--- src/bridge_status_pkg.sv ---
package bridge_status_pkg;
   // register indices as printed; byte address is four times the index
   localparam logic [11:0] STATUS_INDEX     = 12'h006;
   localparam logic [11:0] REVISION_INDEX   = 12'h008;
   localparam logic [11:0] COMMAND_INDEX    = 12'h100;
   localparam logic [11:0] IRQ_STATUS_INDEX = 12'h101;
   localparam logic [11:0] IRQ_MASK_INDEX   = 12'h102;
   localparam logic [11:0] LOCK_INDEX       = 12'h103;
   // status field positions
   localparam int INTX_BIT      = 3;
   localparam int CAP_LIST_BIT  = 4;
   localparam int MPOISON_BIT   = 8;
   localparam int SYSERR_BIT    = 14;
   localparam int PDETECT_BIT   = 15;
   // command field positions
   localparam int PERR_EN_BIT   = 6;
   localparam int SERR_EN_BIT   = 8;
   // interrupt event positions
   localparam int EV_MPOISON    = 0;
   localparam int EV_SYSERR     = 1;
   localparam int EV_PDETECT    = 2;
   localparam int EV_WIDTH      = 3;
   // reset values
   localparam logic [15:0] COMMAND_RESET  = 16'h0000;
   localparam logic [7:0]  REVISION_RESET = 8'h01; // arbitrary value
   localparam logic        LOCK_RESET     = 1'b1;
endpackage

--- src/bridge_status_register.sv ---
// Summary of operation
// - own pending legacy interrupt sets pending bit
// - forwarded downstream interrupts never affect pending bit
// - downstream port hot-plug interrupt sets pending bit
// - upstream port pending bit reads zero
// - capability list bit reads constant one
// - master poison flag set when enabled; w1c
// - system error flag on fatal message, enabled
// - poison detected flag on any poisoned arrival
// - target abort sent bit reads zero
// - unsupported status fields and reserved read zero
// - eight-bit revision, writes gated by lock
// - poison enable clear never sets master flag
// - system error enable gates error reporting
//
// Implementation choice: the APB register port.
`timescale 1ns/1ps
module bridge_status_register
   import bridge_status_pkg::*;
(
   // clock and reset
   input  wire logic        mclk,
   input  wire logic        sys_rst,
   // apb slave
   input  wire logic        psel,
   input  wire logic        penable,
   input  wire logic        pwrite,
   input  wire logic [15:0] paddr,
   input  wire logic [31:0] pwdata,
   input  wire logic [3:0]  pstrb,
   output logic      [31:0] prdata,
   output logic             pready,
   output logic             pslverr,
   // port strap and interrupt sources
   input  wire logic        is_downstream,
   input  wire logic        own_intx_pending,
   input  wire logic        hotplug_irq,
   input  wire logic        fwd_intx_pending,
   // transaction layer events, one-cycle pulses
   input  wire logic        poison_cpl_rx,
   input  wire logic        poison_wr_tx,
   input  wire logic        poison_tlp_rx,
   input  wire logic        fatal_msg_tx,
   // error reporting toward root complex
   output logic             fatal_report,
   // interrupt
   output logic             irq
);

   logic [15:0]         command_reg;   // poison and serr enables
   logic [7:0]          revision_number;
   logic                write_lock;    // revision write lock
   logic                master_poison_flag;
   logic                system_error_signalled;
   logic                poison_detected_flag;
   logic [EV_WIDTH-1:0] irq_status;
   logic [EV_WIDTH-1:0] irq_mask;
   logic                intx_pending_flag;
   logic [15:0]         bridge_status_reg;
   logic                wr_access;     // apb write completes now
   logic [11:0]         word_index;
   logic                poison_report_enable;
   logic                system_error_report_enable;
   logic                set_mpoison;
   logic                set_syserr;
   logic                set_pdetect;
   logic [EV_WIDTH-1:0] events;
   logic [31:0]         next_prdata;
   logic                next_slverr;

   // index decode used by read and write paths
   function automatic logic hit(input logic [11:0] idx,
                                input logic [11:0] want);
      return idx == want;
   endfunction

   // zero-wait slave: every access completes in its first access cycle
   assign pready     = 1'b1;
   assign word_index = paddr[13:2];
   assign wr_access  = psel & penable & pwrite;

   assign poison_report_enable       = command_reg[PERR_EN_BIT];
   assign system_error_report_enable = command_reg[SERR_EN_BIT];

   // forwarded interrupts deliberately not used in pending bit
   // upstream port forces zero
   assign intx_pending_flag = is_downstream &
                              (own_intx_pending
                               | hotplug_irq);

   assign set_mpoison = poison_report_enable &
                        (poison_cpl_rx | poison_wr_tx);
   assign set_syserr  = fatal_msg_tx & system_error_report_enable;
   assign set_pdetect = poison_tlp_rx;
   // fatal message only leaves when enabled
   assign fatal_report = fatal_msg_tx
                         & system_error_report_enable;

   // assemble status word; unlisted bits read zero
   always_comb begin
      bridge_status_reg              = 16'h0000;
      bridge_status_reg[INTX_BIT]    = intx_pending_flag;
      bridge_status_reg[CAP_LIST_BIT] = 1'b1;
      bridge_status_reg[MPOISON_BIT] = master_poison_flag;
      bridge_status_reg[SYSERR_BIT]  = system_error_signalled;
      bridge_status_reg[PDETECT_BIT] = poison_detected_flag;
   end

   // command register, low two byte lanes
   always_ff @(posedge mclk or posedge sys_rst) begin
      if (sys_rst) begin
         command_reg <= COMMAND_RESET;
      end else if (wr_access && hit(word_index, COMMAND_INDEX)) begin
         if (pstrb[0]) begin
            command_reg[7:0] <= pwdata[7:0];
         end
         if (pstrb[1]) begin
            command_reg[15:8] <= pwdata[15:8];
         end
      end
   end

   // lock register; while set the revision byte ignores writes
   always_ff @(posedge mclk or posedge sys_rst) begin
      if (sys_rst) begin
         write_lock <= LOCK_RESET;
      end else if (wr_access && hit(word_index, LOCK_INDEX) && pstrb[0]) begin
         write_lock <= pwdata[0];
      end
   end

   // revision byte
   always_ff @(posedge mclk or posedge sys_rst) begin
      if (sys_rst) begin
         revision_number <= REVISION_RESET;
      end else if (wr_access && hit(word_index, REVISION_INDEX)
                   && pstrb[0] && !write_lock) begin
         revision_number <= pwdata[7:0];
      end
   end

   // write-one-to-clear flags; set wins over the clear in the same cycle
   always_ff @(posedge mclk or posedge sys_rst) begin
      if (sys_rst) begin
         master_poison_flag     <= 1'b0;
         system_error_signalled <= 1'b0;
         poison_detected_flag   <= 1'b0;
      end else begin
         if (set_mpoison) begin
            master_poison_flag <= 1'b1;
         end else if (wr_access && hit(word_index, STATUS_INDEX)
                      && pstrb[1] && pwdata[MPOISON_BIT]) begin
            master_poison_flag <= 1'b0;
         end
         if (set_syserr) begin
            system_error_signalled <= 1'b1;
         end else if (wr_access && hit(word_index, STATUS_INDEX)
                      && pstrb[1] && pwdata[SYSERR_BIT]) begin
            system_error_signalled <= 1'b0;
         end
         if (set_pdetect) begin
            poison_detected_flag <= 1'b1;
         end else if (wr_access && hit(word_index, STATUS_INDEX)
                      && pstrb[1] && pwdata[PDETECT_BIT]) begin
            poison_detected_flag <= 1'b0;
         end
      end
   end

   // interrupt events mirror the three flag setters
   assign events = {set_pdetect, set_syserr, set_mpoison};

   // sticky interrupt status, write one to clear, set wins
   always_ff @(posedge mclk or posedge sys_rst) begin
      if (sys_rst) begin
         irq_status <= '0;
      end else if (wr_access && hit(word_index, IRQ_STATUS_INDEX)
                   && pstrb[0]) begin
         irq_status <= (irq_status & ~pwdata[EV_WIDTH-1:0]) | events;
      end else begin
         irq_status <= irq_status | events;
      end
   end

   // interrupt mask, one enables the source
   always_ff @(posedge mclk or posedge sys_rst) begin
      if (sys_rst) begin
         irq_mask <= '0;
      end else if (wr_access && hit(word_index, IRQ_MASK_INDEX)
                   && pstrb[0]) begin
         irq_mask <= pwdata[EV_WIDTH-1:0];
      end
   end

   // level interrupt output
   assign irq = |(irq_status & irq_mask);

   // read mux; unmapped indices answer zero with slave error
   always_comb begin
      next_prdata = 32'h0000_0000;
      next_slverr = 1'b0;
      unique case (1'b1)
         hit(word_index, STATUS_INDEX): begin
            next_prdata[15:0] = bridge_status_reg;
         end
         hit(word_index, REVISION_INDEX): begin
            next_prdata[7:0] = revision_number;
         end
         hit(word_index, COMMAND_INDEX): begin
            next_prdata[15:0] = command_reg;
         end
         hit(word_index, IRQ_STATUS_INDEX): begin
            next_prdata[EV_WIDTH-1:0] = irq_status;
         end
         hit(word_index, IRQ_MASK_INDEX): begin
            next_prdata[EV_WIDTH-1:0] = irq_mask;
         end
         hit(word_index, LOCK_INDEX): begin
            next_prdata[0] = write_lock;
         end
         default: begin
            next_slverr = 1'b1;
         end
      endcase
   end

   // read data and error drive straight from decode; zero-wait slave
   // means registered data would arrive a cycle late
   assign prdata  = next_prdata;
   assign pslverr = psel & penable & (next_slverr | (paddr[1:0] != 2'b00));

   // assertions, one per guarded behaviour

   // a disabled poison report must never raise the master flag
   a_mpoison_gated: assert property (
      @(posedge mclk) disable iff (sys_rst)
      (!poison_report_enable && !master_poison_flag)
      |=> !master_poison_flag)
      else $error("master poison flag set while reporting disabled");

   // either poisoned primary event lands in the master flag when poison reporting is enabled
   a_mpoison_set: assert property (
      @(posedge mclk) disable iff (sys_rst)
      (poison_report_enable && (poison_cpl_rx || poison_wr_tx))
      |=> master_poison_flag)
      else $error("master poison flag missed its event");

   // writing one with no event pending clears the master flag
   a_mpoison_clear: assert property (
      @(posedge mclk) disable iff (sys_rst)
      (wr_access && hit(word_index, STATUS_INDEX) && pstrb[1]
       && pwdata[MPOISON_BIT] && !set_mpoison)
      |=> !master_poison_flag)
      else $error("master poison flag survived its clear");

   // an enabled fatal message sets the system error flag
   a_syserr_set: assert property (
      @(posedge mclk) disable iff (sys_rst)
      (fatal_msg_tx && system_error_report_enable)
      |=> system_error_signalled)
      else $error("system error flag missed its event");

   // with reporting disabled the system error flag stays down
   a_syserr_gated: assert property (
      @(posedge mclk) disable iff (sys_rst)
      (!system_error_report_enable && !system_error_signalled)
      |=> !system_error_signalled)
      else $error("system error flag set while reporting disabled");

   // any poisoned arrival sets the detected flag, enable or not
   a_pdetect_set: assert property (
      @(posedge mclk) disable iff (sys_rst)
      poison_tlp_rx |=> poison_detected_flag)
      else $error("poison detected flag missed its event");

   // writing one with no arrival pending clears the detected flag
   a_pdetect_clear: assert property (
      @(posedge mclk) disable iff (sys_rst)
      (wr_access && hit(word_index, STATUS_INDEX) && pstrb[1]
       && pwdata[PDETECT_BIT] && !set_pdetect)
      |=> !poison_detected_flag)
      else $error("poison detected flag survived its clear");

   // upstream port shows no pending interrupt at all
   a_upstream_zero: assert property (
      @(posedge mclk) disable iff (sys_rst)
      !is_downstream |-> !bridge_status_reg[INTX_BIT])
      else $error("pending bit set on upstream port");

   // the port's own legacy interrupt shows in the pending bit on a downstream port
   a_own_pend: assert property (
      @(posedge mclk) disable iff (sys_rst)
      (is_downstream && own_intx_pending) |-> bridge_status_reg[INTX_BIT])
      else $error("own interrupt not shown");

   // hot-plug controller interrupt shows on a downstream port
   a_hotplug_pend: assert property (
      @(posedge mclk) disable iff (sys_rst)
      (is_downstream && hotplug_irq) |-> bridge_status_reg[INTX_BIT])
      else $error("hot-plug interrupt not shown");

   // interrupts forwarded from below never reach the pending bit
   a_fwd_ignored: assert property (
      @(posedge mclk) disable iff (sys_rst)
      (fwd_intx_pending && !own_intx_pending && !hotplug_irq)
      |-> !bridge_status_reg[INTX_BIT])
      else $error("forwarded interrupt shown in pending bit");

   // capability list indicator is wired to one
   a_caplist_one: assert property (
      @(posedge mclk) disable iff (sys_rst)
      bridge_status_reg[CAP_LIST_BIT])
      else $error("capability list bit not set");

   // unsupported and reserved status fields read zero
   a_fixed_zero: assert property (
      @(posedge mclk) disable iff (sys_rst)
      bridge_status_reg[2:0] == 3'h0 && bridge_status_reg[7:5] == 3'h0
      && bridge_status_reg[13:9] == 5'h00)
      else $error("fixed status bits wrong");

   // a locked revision byte never moves
   a_rev_locked: assert property (
      @(posedge mclk) disable iff (sys_rst)
      write_lock |=> $stable(revision_number))
      else $error("revision changed while locked");

   // writing zero to a flag position leaves the flag set
   a_zero_keeps: assert property (
      @(posedge mclk) disable iff (sys_rst)
      (wr_access && hit(word_index, STATUS_INDEX) && !pwdata[PDETECT_BIT]
       && poison_detected_flag) |=> poison_detected_flag)
      else $error("zero write cleared flag");

   // an event in the clearing cycle wins over the clear
   a_set_wins: assert property (
      @(posedge mclk) disable iff (sys_rst)
      (set_pdetect && wr_access && hit(word_index, STATUS_INDEX)
       && pstrb[1] && pwdata[PDETECT_BIT]) |=> poison_detected_flag)
      else $error("clear beat a same-cycle event");

   // every event lands in the sticky interrupt status
   a_irq_sticky: assert property (
      @(posedge mclk) disable iff (sys_rst)
      (|events) |=> ((irq_status & $past(events)) == $past(events)))
      else $error("interrupt status missed an event");

endmodule

--- config.mk ---
export PLATFORM = sky130hd
export DESIGN_NAME = bridge_status_register
export DESIGN_NICKNAME = d
export VERILOG_FILES = /design/src/bridge_status_pkg.sv /design/src/bridge_status_register.sv
export SDC_FILE = /design/constraint.sdc
export NUM_CORES = 1
export LEC_CHECK = 0
export ABC_AREA = 1
export BUFFER_PORTS_ARGS = -buffer_cell sky130_fd_sc_hd__buf_2
export CORE_MARGIN = 2
export CORE_UTILIZATION = 45
export CTS_CLUSTER_DIAMETER = 80
export DETAILED_ROUTE_END_ITERATION = 16
export GPL_TIMING_DRIVEN = 0
export PLACE_DENSITY = 0.76
export SYNTH_ARGS = -nofsm -noshare
export SYNTH_HDL_FRONTEND = slang
export SYNTH_SLANG_ARGS = --single-unit
--- constraint.sdc ---
create_clock -name mclk -period 1.2 [get_ports mclk]
set_input_delay 0 -clock mclk [delete_from_list [all_inputs] [get_ports mclk]]
set_output_delay 0 -clock mclk [all_outputs]
set_load 0.02 [all_outputs]
# Yosys cells after proc, flatten, opt, wreduce, memory -nomap -nowiden

Cells that the tools add are included.

Flip-flop bits (word level): 34
Output and inout port bits: 36
Logic and storage cells: 65

Bitwise logic cells: 14
Equality and inequality tests: 6
Multiplexer cells: 12
Reduce and logical (&&, ||, !) cells: 24

Operator list:

| operator                                                               | count |
|---|---|
| 12-bit by 9-bit equality test with 1-bit output, second input constant | 4 |
| 8-bit one-hot mux with 2 select lines                                  | 1 |
| 1-bit logical AND                                                      | 15 |
| 5-bit one-hot mux with 3 select lines                                  | 1 |
| 12-bit by 3-bit equality test with 1-bit output, second input constant | 1 |
| 12-bit by 4-bit equality test with 1-bit output, second input constant | 1 |
| 2-bit one-hot mux with 4 select lines                                  | 1 |
| 2-bit nonzero test                                                     | 4 |
| 1-bit two-way mux                                                      | 7 |
| 1-bit bitwise AND                                                      | 6 |
| 3-bit bitwise AND                                                      | 2 |
| 3-bit OR                                                               | 2 |
| 6-bit OR reduction                                                     | 1 |
| 1-bit one-hot mux with 5 select lines                                  | 1 |
| 2-bit AND reduction                                                    | 2 |
| 3-bit two-way mux                                                      | 1 |
| 3-bit NOT                                                              | 1 |
| 1-bit OR                                                               | 3 |
| 3-bit OR reduction                                                     | 1 |
| 1-bit zero test                                                        | 1 |

# Longest topological paths before layout

Depth in word-level cells: 7
Mapped depth: 10

# Least setup slack after synthesis

OpenSTA, ideal clock, no wires.

Kind: input -> register
Start: in paddr[5]
End: reg command_reg[0]
Slack: 0.001 ns
Stages: 8
Data required time: 1.082 ns
Buffers on the path: 2
Arrival: 1.081 ns
Cells stage by stage: or2_4 > nor2_8 > nand2_4 > or2_1 > buf_6 > buf_12 > nand2_2 > o21ai_2

Cells in the longest elaborated chain, start to end: 3

Ends and longest elaborated chain:

| element                                         | line                          | text |
|---|---|---|
| start, declared                                 | bridge_status_register.sv:28  | `input wire logic [15:0] paddr,` |
| 12-bit by 9-bit equality test with 1-bit output | bridge_status_register.sv:74  | `return idx == want;` |
| 1-bit logical AND                               | bridge_status_register.sv:113 | `end else if (wr_access && hit(word_index, COMMAND_INDEX)) begin` |
| 2-bit AND reduction (no source line)            | -                             |  |
| end signal, assigned                            | bridge_status_register.sv:115 | `command_reg[7:0] <= pwdata[7:0];` |
| end, declared                                   | bridge_status_register.sv:50  | `logic [15:0] command_reg;` |

Every way passes these cells.
A chain may end at the register's enable or synchronous reset.

# Worst setup path after layout

Start: reg write_lock
End: out prdata[0]

Cells in the longest elaborated chain, start to end: 1

Ends and longest elaborated chain:

| element                               | line                          | text |
|---|---|---|
| start, declared                       | bridge_status_register.sv:52  | `logic write_lock;` |
| start signal, assigned                | bridge_status_register.sv:128 | `write_lock <= pwdata[0];` |
| 1-bit one-hot mux with 5 select lines | bridge_status_register.sv:202 | `unique case (1'b1)` |
| end, declared                         | bridge_status_register.sv:31  | `output logic [31:0] prdata,` |

Every way passes these cells.

==> metrics.md <==
| Metric | Value |
|---|---|
| Die X | `70.2 µm` |
| Fin worst setup slack | `-0.0114 ns` |
| Crit-path max cell delay | `0.55 ns` |
| GR Overflow Total | `0` |
| Crit. End Element | `primary output` |
| Vias in the first global route | `1765` |
| Clock root buffer | `clkbuf_8` |
| Cell area after layout | `2820 µm²` |
| Period utilization | `1.01` |
| Skew-Pair Late Insertion Delay | `0.30 ns` |
| Core footprint | `4290 µm²` |
| Commonest non-fill, non-tap cell in the layout | `nand2_1` |
| CTS Buf Count | `5` |
| Worst-path clk slew | `0.08 ns` |
| Commonest cells after routing, fill and taps aside | `nand2_1, buf_2, dfrtp_1, buf_4, inv_1` |
| Placed instance count | `388` |
| Kind of critical path | `flip-flop to primary output` |
| Final setup vio count | `1` |
| Violated checks | `setup timing` |
| GPL Wtd Cong | `0.800` |
| Family with the most delay on the worst path | `flip-flops` |
| Share of cells above drive strength 1 | `0.351` |
| Max Cap Viol | `0` |
| Hold endpoint | `command_reg[14]` |
| Hold Vio Cnt, Final | `0` |
| Synthesized area per cell | `7.62 µm²` |
| CTS sink count | `34` |
| Clock buffer depth | `2` |
| Unique masters post-synth | `28` |
| Initial Util | `0.459` |
| Worst min-delay path category | `input pin to flip-flop` |
| CP max FO | `3` |
| Sequential element share of the synthesized area | `0.432` |
| Top-level I/O count | `101` |
| Fillers | `382` |
| Fin cells | `417` |
| Pre-CTS setup slack | `-0.342 ns` |
| First drt pass iteration count | `4` |
| Synthesis-stage register bit count | `34` |
| Total Routing Usage GR | `0.200` |
| # port buffers | `62` |
| Min-Delay Path Depth | `3` |
| Synth Cell Area | `1970 µm²` |
| Rows | `24` |
| Total negative slack | `-0.0114 ns` |
| Metal2 WL | `2.46 mm` |
| Vias/cell | `4.77` |
| Die Y | `70.2 µm` |
| Initial antenna violation count | `0` |
| Aggregate routed wire length | `5.00 mm` |
| Register Area | `853 µm²` |
| Worst reg2reg path endpoint | `revision_number[5]` |
| R2r startpoint | `write_lock` |
| Reg2reg path depth | `4` |
| CTS tree | `yes` |
| Final Skew | `0.0115 ns` |
| Crit-path slowest cell | `dfstp_2` |
| HP Start | `pwdata[14]` |
| Residual DRC | `0` |
| DR vias | `1988` |
| Met1 wire length | `2.07 mm` |
| WL per Instance | `12.0 µm` |
| P_leak | `1.58 nW` |
| WP buf/inv | `3` |
| CTS HTree Levels | `2` |
| Worst path cell trace | `inv_2, o21ai_2, inv_1, nand2_2, buf_6` |
| Number of flip-flops in the largest register | `16` |
| DR iter-0 viols | `105` |
| Top routing layer in use | `met4` |
| Peak VDD IR | `0.743 mV` |
| Die area | `4930 µm²` |
| Largest net degree at the start of global routing | `35` |
| Post-DP HPWL | `3.33 mm` |
| Slew Viols, Final | `0` |
| Status | `finished, violations left` |
| Worst hold slack | `0.00223 ns` |
| Met3 routed WL | `360 µm` |
| RSZ-0062 raised after global routing | `yes` |
| CP arrival | `1.21 ns` |
| FF-to-FF setup slack | `0.12 ns` |
| ANT cells | `0` |
| Max Fclk | `0.825 GHz` |
| Global-route wire length before repair | `7.75 mm` |
| PwrDens | `840 nW/µm²` |
| Required time worst endpoint | `1.20 ns` |
| Post-route ant nets | `0` |
| Nets@finish | `429` |
| Area occupied by multi-input gates | `940 µm²` |
| Area Growth Syn to Fin | `43.1%` |
| Minimum clock period | `1.21 ns` |
| Post-DP Area | `2400 µm²` |
| CP startpoint kind | `flip-flop` |
| Post-Syn Instances | `259` |
| Yosys Warn Count | `0` |
==> metrics by stage <==
stage          total power, W  utilization
3_5_place_dp          0.00143        0.560
6_report              0.00237        0.658
2_1_floorplan         0.00133            -
5_1_grt               0.00246        0.658
4_1_cts               0.00236        0.631
3_3_place_gp          0.00142        0.560
==> worst register-to-register path, delay by kind of cell (launching register included) <==
| kind | cells | cell delay, ns |
|---|---|---|
| AO/OA/AOI/OAI | 1 | 0.08 |
| AND/OR/NAND/NOR | 3 | 0.50 |
| flip-flops | 1 | 0.38 |
==> cell families (layout without fill, tap and decap cells) <==
| group | Yosys count | in the layout | share of synthesized area |
|---|---|---|---|
| AOI/OAI and AO/OA | 37 | 37 | 0.114 |
| buffers and inverters | 54 | 145 | 0.149 |
| other | 2 | 17 | 0.00381 |
| DFF | 34 | 34 | 0.432 |
| and+or+nand+nor | 132 | 132 | 0.301 |
==> worst max path at each step <==
stage / slack (ns) / end / start / cells past startpoint
3_3_place_gp: -0.37 / prdata[3] / paddr[9] / 8
6_report: -0.01 / prdata[0] / write_lock / 5
5_1_grt: -0.06 / prdata[0] / revision_number[0] / 5
3_5_place_dp: -0.34 / prdata[3] / paddr[9] / 8
2_1_floorplan: 0.001 / command_reg[0] / paddr[5] / 8
4_1_cts: -0.01 / prdata[0] / write_lock / 5
==> cells in the mapped netlist <==
library cell | count | share of area
nand3_1 | 20 | 0.051
dfstp_2 | 2 | 0.027
nor2_8 | 1 | 0.010
o21ai_1 | 2 | 0.0051
conb_1 | 2 | 0.0038
nand2_4 | 1 | 0.0057
o21a_1 | 2 | 0.0076
o21ai_2 | 8 | 0.036
nand2_2 | 4 | 0.013
nand4_1 | 4 | 0.013
nand2_1 | 68 | 0.13
buf_2 | 3 | 0.0076
clkbuf_1 | 1 | 0.0019
or2_4 | 1 | 0.0044
o21ai_0 | 17 | 0.043
nor2_2 | 2 | 0.0063
o211ai_1 | 2 | 0.0076
nor3_1 | 2 | 0.0051
and3b_1 | 1 | 0.0044
inv_1 | 31 | 0.059
nand3_2 | 1 | 0.0051
dfrtp_1 | 32 | 0.41
nor2_1 | 25 | 0.048
buf_12 | 1 | 0.010
buf_6 | 1 | 0.0057
a21oi_1 | 6 | 0.015
or2_1 | 2 | 0.0063
buf_4 | 17 | 0.065
==> routing by layer <==
metal  vias to the layer above  GRT usage
met5                         -          0
met4                         0     0.0748
met3                        10     0.0447
met2                        82      0.339
met1                       900      0.250
li1                        996          -
==> area by class of cell <==
| class | instances | share of cell area |
|---|---|---|
| clock inverters | 2 | 0.00443 |
| well taps | 52 | 0.0230 |
| plain buffers | 22 | 0.0660 |
| clock buffers | 6 | 0.0292 |
| inverters | 31 | 0.0421 |
| repair buffers | 84 | 0.200 |
| multi-input cells | 186 | 0.333 |
| flip-flops and latches | 34 | 0.302 |
==> where the power goes <==
group          internal, W  switching, W
logic             0.000157      0.000171
registers          0.00115    0.00000138
clock network     0.000461      0.000435
==> what timing repair did <==
| action | CTS | global route |
|---|---|---|
| buffers inserted | 1 | 2 |
| hold buffers | 17 | 1 |
| resized for setup | 14 | 22 |
| pin swaps | 3 | 6 |
| endpoints found under the hold margin | 20 | 32 |
| endpoints found under the setup margin | 15 | 17 |
Power figures use the tool's default switching activity.
